===== src/rtl/lcsc_pkg.sv =====
/*
 Constants and types of the charge-state controller: register offsets,
 field reset values, charge states, pin bundle and timing counts.
 Assumes a 100 MHz system clock.
*/
package lcsc_pkg;
   localparam longint CLK_HZ = 100_000_000;
   localparam longint PREQ_HOURS = 1;
   localparam longint SAFE_HOURS = 10;
   localparam longint TOPOFF_MIN = 21;
   localparam longint PREQ_CYC_DEF = PREQ_HOURS * 3600 * CLK_HZ;
   localparam longint SAFE_CYC_DEF = SAFE_HOURS * 3600 * CLK_HZ;
   localparam longint TOPOFF_CYC_DEF = TOPOFF_MIN * 60 * CLK_HZ;
   localparam int TMR_W = 42;

   localparam logic [7:0] ADDR_CTRL = 8'h01;
   localparam logic [7:0] ADDR_SUPV = 8'h02;
   localparam logic [7:0] ADDR_IRQ = 8'h04;
   localparam logic [7:0] CTRL_RESET = 8'h43;
   localparam logic [4:0] SUPV_RESET = 5'h00;

   localparam logic [10:0] MA_STEP = 11'h064;
   localparam logic [10:0] MA_MAX = 11'h3e8;
   localparam logic [10:0] MA_USB_PREQ = 11'h032;
   localparam logic [10:0] PREQ_DIV = 11'h00a;
   localparam logic [3:0] ISET_MAX = 4'h9;

   localparam logic [2:0] CODE_OFF = 3'h0;
   localparam logic [2:0] CODE_PREQ = 3'h1;
   localparam logic [2:0] CODE_CC = 3'h2;
   localparam logic [2:0] CODE_CV = 3'h3;
   localparam logic [2:0] CODE_TERR = 3'h4;
   localparam logic [2:0] CODE_DONE = 3'h5;
   localparam logic [2:0] CODE_TEXP = 3'h6;
   localparam logic [2:0] CODE_TOP = 3'h7;

   localparam logic [1:0] BPATH_OFF = 2'h0;
   localparam logic [1:0] BPATH_REG = 2'h1;
   localparam logic [1:0] BPATH_ON = 2'h2;

   typedef enum logic [2:0] {
      ST_OFF, ST_PREQ, ST_CC, ST_CV, ST_TOP, ST_DONE, ST_TERR, ST_TEXP
   } lcsc_state_t;

   typedef struct packed {
      logic [1:0] term;
      logic [3:0] iSet;
      logic enable;
      logic eocSel;
   } lcsc_ctrl_t;

   typedef struct packed {
      logic adapterIn;
      logic usbIn;
      logic usbSuspend;
      logic aboveQual;
      logic atTerm;
      logic belowRestart;
      logic belowEoc;
      logic cold;
      logic hot45;
      logic hot50;
      logic thermalShdn;
   } lcsc_pins_t;
endpackage


===== src/rtl/lcsc_charge_ctrl.sv =====
/*
 Charge-cycle state controller of a single-cell lithium charger.
 Comparator results arrive asynchronously on pins and are synchronised;
 registers are reached through a simple write/read strobe port fed by the
 serial interface logic outside this block.
*/
`timescale 1ns/10ps
module lcsc_charge_ctrl
   import lcsc_pkg::*;
#(
   parameter logic [TMR_W-1:0] PREQ_CYC = TMR_W'(PREQ_CYC_DEF),
   parameter logic [TMR_W-1:0] SAFE_CYC = TMR_W'(SAFE_CYC_DEF),
   parameter logic [TMR_W-1:0] TOPOFF_CYC = TMR_W'(TOPOFF_CYC_DEF)
) (
   input wire logic mclk,
   input wire logic reset,
   input wire lcsc_pins_t pins,
   input wire logic regWrite,
   input wire logic regRead,
   input wire logic [7:0] regAddr,
   input wire logic [7:0] regWrData,
   output logic [7:0] regRdData,
   output logic [2:0] chargeState,
   output logic [10:0] chargeCurrentMa,
   output logic [1:0] termSelect,
   output logic eocSelect,
   output logic [1:0] ledCurrent,
   output logic ledEnable,
   output logic usbPathSwitch,
   output logic [1:0] battPathMode,
   output logic irq
);

   lcsc_pins_t pinsMeta;
   lcsc_pins_t pinsSync;
   lcsc_ctrl_t ctrl;
   logic [4:0] supv;
   lcsc_state_t state;
   lcsc_state_t next_state;
   logic [TMR_W-1:0] chgTimer;
   logic [TMR_W-1:0] topCnt;
   logic [1:0] srcPrev;
   logic expFlag;
   logic usbActive;
   logic powerOk;
   logic tempBad;
   logic srcChange;
   logic safeExpire;
   logic [10:0] next_current;

   function automatic logic [2:0] stateCode(lcsc_state_t s);
      unique case (s)
         ST_OFF: stateCode = CODE_OFF;
         ST_PREQ: stateCode = CODE_PREQ;
         ST_CC: stateCode = CODE_CC;
         ST_CV: stateCode = CODE_CV;
         ST_TOP: stateCode = CODE_TOP;
         ST_DONE: stateCode = CODE_DONE;
         ST_TERR: stateCode = CODE_TERR;
         ST_TEXP: stateCode = CODE_TEXP;
      endcase
   endfunction

   // Reserved settings above 1000 mA clamp rather than wrap
   function automatic logic [10:0] fullMa(logic [3:0] f);
      if (f > ISET_MAX) begin
         fullMa = MA_MAX;
      end else begin
         fullMa = 11'(({7'h00, f} + 11'h001) * MA_STEP);
      end
   endfunction

   function automatic logic charging(lcsc_state_t s);
      charging = s inside {ST_PREQ, ST_CC, ST_CV, ST_TOP};
   endfunction

   always_ff @(posedge mclk or posedge reset) begin
      if (reset) begin
         pinsMeta <= '0;
         pinsSync <= '0;
      end else begin
         pinsMeta <= pins;
         pinsSync <= pinsMeta;
      end
   end

   assign usbActive = !pinsSync.adapterIn && pinsSync.usbIn && !pinsSync.usbSuspend;
   assign powerOk = pinsSync.adapterIn || usbActive;
   assign tempBad = pinsSync.cold || pinsSync.thermalShdn
      || (supv[0] ? pinsSync.hot45 : pinsSync.hot50);
   assign srcChange = {pinsSync.adapterIn, usbActive} != srcPrev;
   assign safeExpire = chgTimer >= SAFE_CYC - 1'b1;

   always_comb begin
      next_state = state;
      if (!powerOk || !ctrl.enable) begin
         next_state = ST_OFF;
      end else if (tempBad && (charging(state) || state inside {ST_OFF, ST_TERR})) begin
         next_state = ST_TERR;
      end else begin
         unique case (state)
            ST_OFF, ST_TERR: next_state = ST_PREQ;
            ST_PREQ: begin
               if (chgTimer >= PREQ_CYC - 1'b1) begin
                  next_state = ST_TEXP;
               end else if (pinsSync.aboveQual) begin
                  next_state = ST_CC;
               end
            end
            ST_CC: begin
               if (safeExpire) begin
                  next_state = ST_TEXP;
               end else if (pinsSync.atTerm) begin
                  next_state = ST_CV;
               end
            end
            ST_CV: begin
               if (safeExpire) begin
                  next_state = ST_TEXP;
               end else if (pinsSync.belowEoc) begin
                  next_state = ST_TOP;
               end
            end
            ST_TOP: begin
               if (topCnt >= TOPOFF_CYC - 1'b1) begin
                  next_state = ST_DONE;
               end
            end
            ST_DONE: begin
               if (pinsSync.belowRestart) begin
                  next_state = ST_CC;
               end
            end
            ST_TEXP: next_state = ST_TEXP;
         endcase
      end
   end

   always_comb begin
      next_current = 11'h000;
      if (next_state == ST_PREQ) begin
         next_current = usbActive ? MA_USB_PREQ : 11'(fullMa(ctrl.iSet) / PREQ_DIV);
      end else if (charging(next_state)) begin
         next_current = fullMa(ctrl.iSet);
      end
   end

   // State and its published code move together, so a read never sees a stale code
   always_ff @(posedge mclk or posedge reset) begin
      if (reset) begin
         state <= ST_OFF;
         chargeState <= CODE_OFF;
         chargeCurrentMa <= 11'h000;
      end else begin
         state <= next_state;
         chargeState <= stateCode(next_state);
         chargeCurrentMa <= next_current;
      end
   end

   always_ff @(posedge mclk or posedge reset) begin
      if (reset) begin
         usbPathSwitch <= 1'b0;
         battPathMode <= BPATH_ON;
      end else begin
         usbPathSwitch <= charging(next_state) && usbActive;
         if (!powerOk) begin
            battPathMode <= BPATH_ON;
         end else if (charging(next_state)) begin
            battPathMode <= BPATH_REG;
         end else begin
            battPathMode <= BPATH_OFF;
         end
      end
   end

   // Leaving off, error, complete or expiry all start the timer from zero
   always_ff @(posedge mclk or posedge reset) begin
      if (reset) begin
         chgTimer <= '0;
         srcPrev <= 2'h0;
      end else begin
         srcPrev <= {pinsSync.adapterIn, usbActive};
         if (!charging(next_state) || !charging(state) || srcChange) begin
            chgTimer <= '0;
         end else begin
            chgTimer <= chgTimer + 1'b1;
         end
      end
   end

   always_ff @(posedge mclk or posedge reset) begin
      if (reset) begin
         topCnt <= '0;
      end else if (state == ST_TOP) begin
         topCnt <= topCnt + 1'b1;
      end else begin
         topCnt <= '0;
      end
   end

   always_ff @(posedge mclk or posedge reset) begin
      if (reset) begin
         expFlag <= 1'b0;
         irq <= 1'b0;
      end else begin
         if (next_state == ST_TEXP && state != ST_TEXP) begin
            expFlag <= 1'b1;
            irq <= 1'b1;
         end else if (regRead && regAddr == ADDR_IRQ) begin
            expFlag <= 1'b0;
            irq <= 1'b0;
         end
      end
   end

   always_ff @(posedge mclk or posedge reset) begin
      if (reset) begin
         ctrl <= CTRL_RESET;
         supv <= SUPV_RESET;
      end else if (regWrite && regAddr == ADDR_CTRL) begin
         ctrl <= regWrData;
      end else if (regWrite && regAddr == ADDR_SUPV) begin
         supv <= {regWrData[7:5], 1'b0, regWrData[3]};
      end
   end

   assign termSelect = ctrl.term;
   assign eocSelect = ctrl.eocSel;
   assign ledCurrent = supv[4:3];
   assign ledEnable = supv[2];

   always_ff @(posedge mclk or posedge reset) begin
      if (reset) begin
         regRdData <= 8'h00;
      end else if (regRead) begin
         unique case (regAddr)
            ADDR_CTRL: regRdData <= ctrl;
            ADDR_SUPV: regRdData <= {supv, chargeState};
            ADDR_IRQ: regRdData <= {7'h00, expFlag};
            default: regRdData <= 8'h00;
         endcase
      end
   end
endmodule // lcsc_charge_ctrl


===== config.mk =====
export PLATFORM = sky130hd
export DESIGN_NAME = lcsc_charge_ctrl
export DESIGN_NICKNAME = d
export VERILOG_FILES = /design/src/rtl/lcsc_pkg.sv /design/src/rtl/lcsc_charge_ctrl.sv
export SDC_FILE = /design/constraint.sdc
export NUM_CORES = 1
export LEC_CHECK = 0
export BUFFER_PORTS_ARGS = -buffer_cell sky130_fd_sc_hd__buf_2
export CORE_MARGIN = 4
export CORE_UTILIZATION = 30
export DETAILED_ROUTE_END_ITERATION = 7
export GPL_TIMING_DRIVEN = 0
export MAX_ROUTING_LAYER = met4
export PLACE_DENSITY_LB_ADDON = 0.2
export SYNTH_ARGS = -nofsm -noshare
export SYNTH_HDL_FRONTEND = slang
export SYNTH_SLANG_ARGS = --single-unit

===== constraint.sdc =====
create_clock -name mclk -period 8.1 [get_ports mclk]
set_input_delay 2.43 -clock mclk [delete_from_list [all_inputs] [get_ports mclk]]
set_output_delay 2.43 -clock mclk [all_outputs]
set_load 0.005 [all_outputs]

# After elaboration in Yosys (flattened, before gate mapping)
# Memory sizes are Yosys's and may differ from the RTL's. A register that Yosys moved wholly into a read port is not among the register bits.
# Cells that the tools add are included.
# totals
ff_bits	146
mem_bits_ro	24
output_inout_bits	32
n_memories	1
# op_classes
n_addsub	3
multipliers	1
div	1
n_lt_le_gt_ge	4
n_eq_ne	17
muxes	24
bitwise	1
n_reduce_logical	28
# mem_list
memory	depth	width	rd	rd_clocked_by_memory_dff	wr	line	source
(no name shown)	8	3	1	1	0	lcsc_charge_ctrl.sv:52	unique case (s)
# ops
cell	n
adder 42 x 1 -> 42 bit (second input constant)	2
two-way mux 42 bit	2
two-way mux 11 bit	5
>= comparator 42 x 37 -> 1 bit (second input constant)	1
>= comparator 42 x 39 -> 1 bit (second input constant)	1
>= comparator 42 bit (second input constant)	1
two-way mux 3 bit	10
case mux 8 bit (3 select lines)	1
case mux 3 bit (7 select lines)	1
equality test 3 bit (second input constant)	6
equality test 3 x 2 -> 1 bit (second input constant)	4
divider 11 x 4 -> 11 bit (second input constant)	1
multiplier 5 x 5 -> 9 bit (second input constant)	1
equality test 8 x 1 -> 1 bit (second input constant)	1
equality test 8 x 2 -> 1 bit (second input constant)	1
equality test 8 x 3 -> 1 bit (second input constant)	1
logical AND 1 bit	8
nonzero test 4 bit	2
logical OR 1 bit	7
equality test 3 x 1 -> 1 bit (second input constant)	2
logical NOT 1 bit	6
adder 4 x 1 -> 5 bit (second input constant)	1
greater-than comparator 4 bit (second input constant)	1
two-way mux 1 bit	4
other kinds (8)	9

# Depth between registers and ports, before layout
# logic_depth
depth_word	13
ltp_mapped	37
depth_no_buf	32

# Worst setup path after synthesis
# Ideal clock, no wire load.
# synth_path
kind	reg-to-reg
start	register ctrl[2] (netlist bit)
end	register chargeCurrentMa[0]
setup_ns	0.082
arrival_ns	7.052
path_slack_ns	0.966
stages_incl_launch_ff	35
path_buffers	3
path_cell_list	dfrtp_1 -> ha_1 -> xnor2_4 -> inv_1 -> ha_1 -> ha_1 -> ha_1 -> ha_1 -> a31oi_1 -> o21ai_4 -> xnor2_2 -> buf_2 -> a41oi_1 -> o21ai_0 -> nand3_1 -> clkbuf_1 -> nor3_1 -> o21bai_1 -> a22oi_1 -> nand2_1 -> inv_1 -> ha_1 -> clkbuf_1 -> o221ai_1 -> o32ai_1 -> a31o_1 -> a311oi_2 -> and2_2 -> xnor2_1 -> ha_1 -> nand2b_1 -> and3b_1 -> a311o_1 -> a21o_1 -> a31oi_1
# synth_via
elab_chain_cells	7
# synth_lines
element	line	source
start: declaration	lcsc_charge_ctrl.sv:36	lcsc_ctrl_t ctrl;
start signal: assignment	lcsc_charge_ctrl.sv:222	ctrl <= regWrData;
adder 4 x 1 -> 5 bit	lcsc_charge_ctrl.sv:69	fullMa = 11'(({7'h00, f} + 11'h001) * MA_STEP);
multiplier 5 x 5 -> 9 bit	lcsc_charge_ctrl.sv:69	
two-way mux 11 bit (*)	lcsc_charge_ctrl.sv:66	if (f > ISET_MAX) begin
two-way mux 11 bit (*)	lcsc_charge_ctrl.sv:141	if (next_state == ST_PREQ) begin
divider 11 x 4 -> 11 bit (*)	lcsc_charge_ctrl.sv:142	next_current = usbActive ? MA_USB_PREQ : 11'(fullMa(ctrl.iSet) / PREQ_DIV);
two-way mux 11 bit (*)	lcsc_charge_ctrl.sv:142	
two-way mux 11 bit (*)	lcsc_charge_ctrl.sv:141	
via next_current[0]	lcsc_charge_ctrl.sv:49	logic [10:0] next_current;
end signal: assignment	lcsc_charge_ctrl.sv:157	chargeCurrentMa <= next_current;
end: declaration	lcsc_charge_ctrl.sv:24	output logic [10:0] chargeCurrentMa,
# Mark *: on every way through the listed nets, which the timed path passes. The rest lies on a longest branch. The select of a mux whose other input is x is not followed.
# A chain may end at the register's enable or synchronous reset.

# Worst setup path after layout
# Same ends and word-level chain as after synthesis.

==> flow_summary.yaml <==
run_status:
  status: "complete, no violations"
floorplanning:
  core_area_sq_um: 27900
  die_y_um: 177
  start_util: 0.306
  rows: 61
  dieArea_sq_um: 31300
  die_w_um: 177
  ios: 63
hold_path:
  hold_class: "register to register"
layout:
  nets: 1067
  drive_gt1_frac: 0.159
  diodes: 0
  layout_commonest_cell: "nor2_1"
  area_delta_synth_final_pct: 17.5
  layout_common_cells: "nor2_1 (147), dfrtp_1 (143), nand2_1 (71)"
power_and_ir_drop:
  total_power_mw: 1.94
  power_leakage_nw: 4.27
  max-vdd-ir-drop_mv: 0.0869
  p_per_area_nw_per_um2: 192
critical_path:
  crit_type: "register to register"
  cp.required_ns: 8.44
  cp_slowest_cell: "dfrtp_2"
  cp-start-kind: "register"
  critPathMaxStageDelay_ns: 0.44
  arrival_ns: 7.96
  end_kind: "register"
  crit_fanout: 10
  critical_path.most_common_cell: "ha_1"
sta:
  tns_ns: 0
  fin_hold_ws_ns: 0.348
  setup_viol: 0
  timing.fmax_ghz: 0.131
  worstMarginPinSlew_ns: 0.904
  finClkSkew_ns: 0.0132
  maxSlewViolCount: 0
  fin_crit_ns: 7.62
  finalHoldViolations: 0
  post-route-period-util: 0.941
  relSlewSlack: 0.389
yosys:
  synth_edf_count: 0
  ys_ff_latch: 148
  syn_avg_cell_area_sq_um: 9.22
  syn-num-nets: 983
  synth-main-ff-cell: "dfrtp_1"
  ys_async_sr_fraction: 1.00
  synth_cell_types: 80
  yosysWarningCount: 0
  synthCells: 928
  synth.cell_area_sq_um: 8560
  seq_area_frac_synth: 0.433
detailed_routing:
  drt_iter0_markers: 584
  highest_layer: "met4"
  drc: 0
  via_per_inst: 4.95
  drt-met1-wl_um: 9520
  dr.pass1.iters: 5
  finalWirelength_um: 20100
  vias: 6939
  wl_met2_um: 9410
  wl_per_cell_um: 14.3
  postRouteAntennaNets: 0
  wl_met3_um: 788
clocking:
  cts_root_buffer: "clkbuf_16"
  clock_latency_ns: 0.43
  cts_buffers: 17
  clock_path_buffers: 2
  htreeDepth: 4
  cts_num_sinks: 148
  cts_tree: "built"
  cts_hold_buf: 0
  clk_pin_slew_worst_paths_ns: 0.07
global_routing:
  grt_pass1_wl_um: 33900
  track_usage: 0.136
  antenna_found_initial: 0
  grt_pass1_vias: 6688
  grt_start_max_net_pins: 95
  overflow: 0
job:
  drv_cap: 0
place:
  hpwl_um: 14200
  place.gp.congestion: 0.895
  portBuffers: 61
==> through the flow <==
stage | area (sq um) | setup WS [ns] | utilization | cells
global placement | 9340 | -0.397 | 0.334 | 1367
finish | 10100 | 0.480 | 0.360 | 1403
floorplan | 8560 | 0.966 | - | 928
CTS | 9990 | 0.0228 | 0.358 | 1401
global route | 10100 | -0.00919 | 0.360 | 1403
detailed placement | 9390 | -0.361 | 0.336 | 1370
==> synthesized netlist by cell type, drive strengths merged, types with 3 or more instances <==
master | instances | area (sq um)
a2111oi | 4 | 35.0
a211o | 3 | 26.3
a211oi | 10 | 85.1
a21boi | 3 | 22.5
a21o | 7 | 52.6
a21oi | 34 | 181
a22oi | 10 | 75.1
a31o | 3 | 26.3
a31oi | 16 | 100
a41o | 3 | 30.0
a41oi | 3 | 26.3
and2 | 6 | 38.8
and3 | 24 | 150
and4 | 4 | 35.0
buf | 16 | 106
clkbuf | 30 | 113
dfrtp | 144 | 3600
dfstp | 4 | 105
ha | 24 | 300
inv | 30 | 113
mux2 | 14 | 158
mux2i | 8 | 80.1
nand2 | 73 | 279
nand2b | 9 | 56.3
nand3 | 44 | 220
nand4 | 16 | 100
nand4b | 4 | 35.0
nor2 | 147 | 552
nor2b | 5 | 31.3
nor3 | 15 | 75.1
nor4 | 9 | 56.3
nor4b | 3 | 26.3
o211ai | 8 | 60.1
o21a | 5 | 45.0
o21ai | 38 | 201
o22ai | 8 | 63.8
o31ai | 5 | 37.5
or3 | 14 | 87.6
xnor2 | 40 | 395
xor2 | 49 | 437
==> timing repair <==
action                     in CTS  in global routing
pin swaps                       0                  1
buffers inserted                0                  2
setup endpoints to repair       1                  2
gates resized for setup         4                 16
==> area by class of cell <==
class,count,area [sq um]
buffer,45,224
clock inverter,15,156
inverter,30,121
tap,378,473
clock buffer,17,425
sequential,148,3710
timing repair buffer,66,358
fill,2852,17900
multi-input combinational,704,4590
==> state kept, by name (all words and copies together), names as in the netlist, 2 cells and up <==
signal and count:
battPathMode 2, chargeState 3, pinsMeta 11, pinsSync 11, supv 4, chargeCurrentMa 11, chgTimer 42, topCnt 42
termSelect 2, srcPrev 2, state 2, ctrl 5, regRdData 8
==> routing by layer <==
| metal | up-vias | global-route usage |
|---|---|---|
| met1 | 3320 | 0.181 |
| met3 | 23 | 0.0265 |
| li1 | 3453 | - |
| met5 | - | - |
| met2 | 143 | 0.209 |
| met4 | 0 | 0.0432 |
==> power by group <==
part	switching [mW]	total [mW]	internal, mW
clock network	0.371	0.784	0.413
logic	0.229	0.390	0.161
registers	0.00834	0.762	0.754
==> cell families (layout without fill, tap and decap cells) <==
| kind of cell | after synthesis | in the layout | synth area share |
|---|---|---|---|
| AOI/OAI and AO/OA | 186 | 186 | 0.154 |
| xor gates and xnor gates | 89 | 89 | 0.0972 |
| adders and majority gates | 26 | 26 | 0.0374 |
| buffers and inverters | 76 | 173 | 0.0387 |
| DFF | 148 | 148 | 0.433 |
| muxes | 22 | 22 | 0.0278 |
| and+or+nand+nor | 381 | 381 | 0.211 |
==> critical path: cells and delay by family (launching register included) <==
kind	cells	cell delay, ns
adders and majority gates	6	1.73
buffers and inverters	7	1.25
xor gates and xnor gates	3	0.67
DFF	1	0.44
and+or+nand+nor	6	1.08
AOI/OAI and AO/OA	14	2.35
==> path summary, 6_finish.rpt <==
check,from,to,slack (ns),depth (start not counted)
setup / recovery,ctrl[2]$_DFFE_PP0P_,chargeCurrentMa[0]$_DFF_PP0_,0.48,36
hold / removal,pinsMeta[8]$_DFF_PP0_,pinsSync[8]$_DFF_PP0_,0.35,0
setup reg to reg,ctrl[2]$_DFFE_PP0P_,chargeCurrentMa[0]$_DFF_PP0_,0.48,36
hold reg to reg,pinsMeta[8]$_DFF_PP0_,pinsSync[8]$_DFF_PP0_,0.35,0
max in group asynchronous,reset,ctrl[2]$_DFFE_PP0P_,5.19,3
min in group asynchronous,reset,chgTimer[18]$_DFF_PP0_,2.05,2
Power figures use the tool's default switching activity.
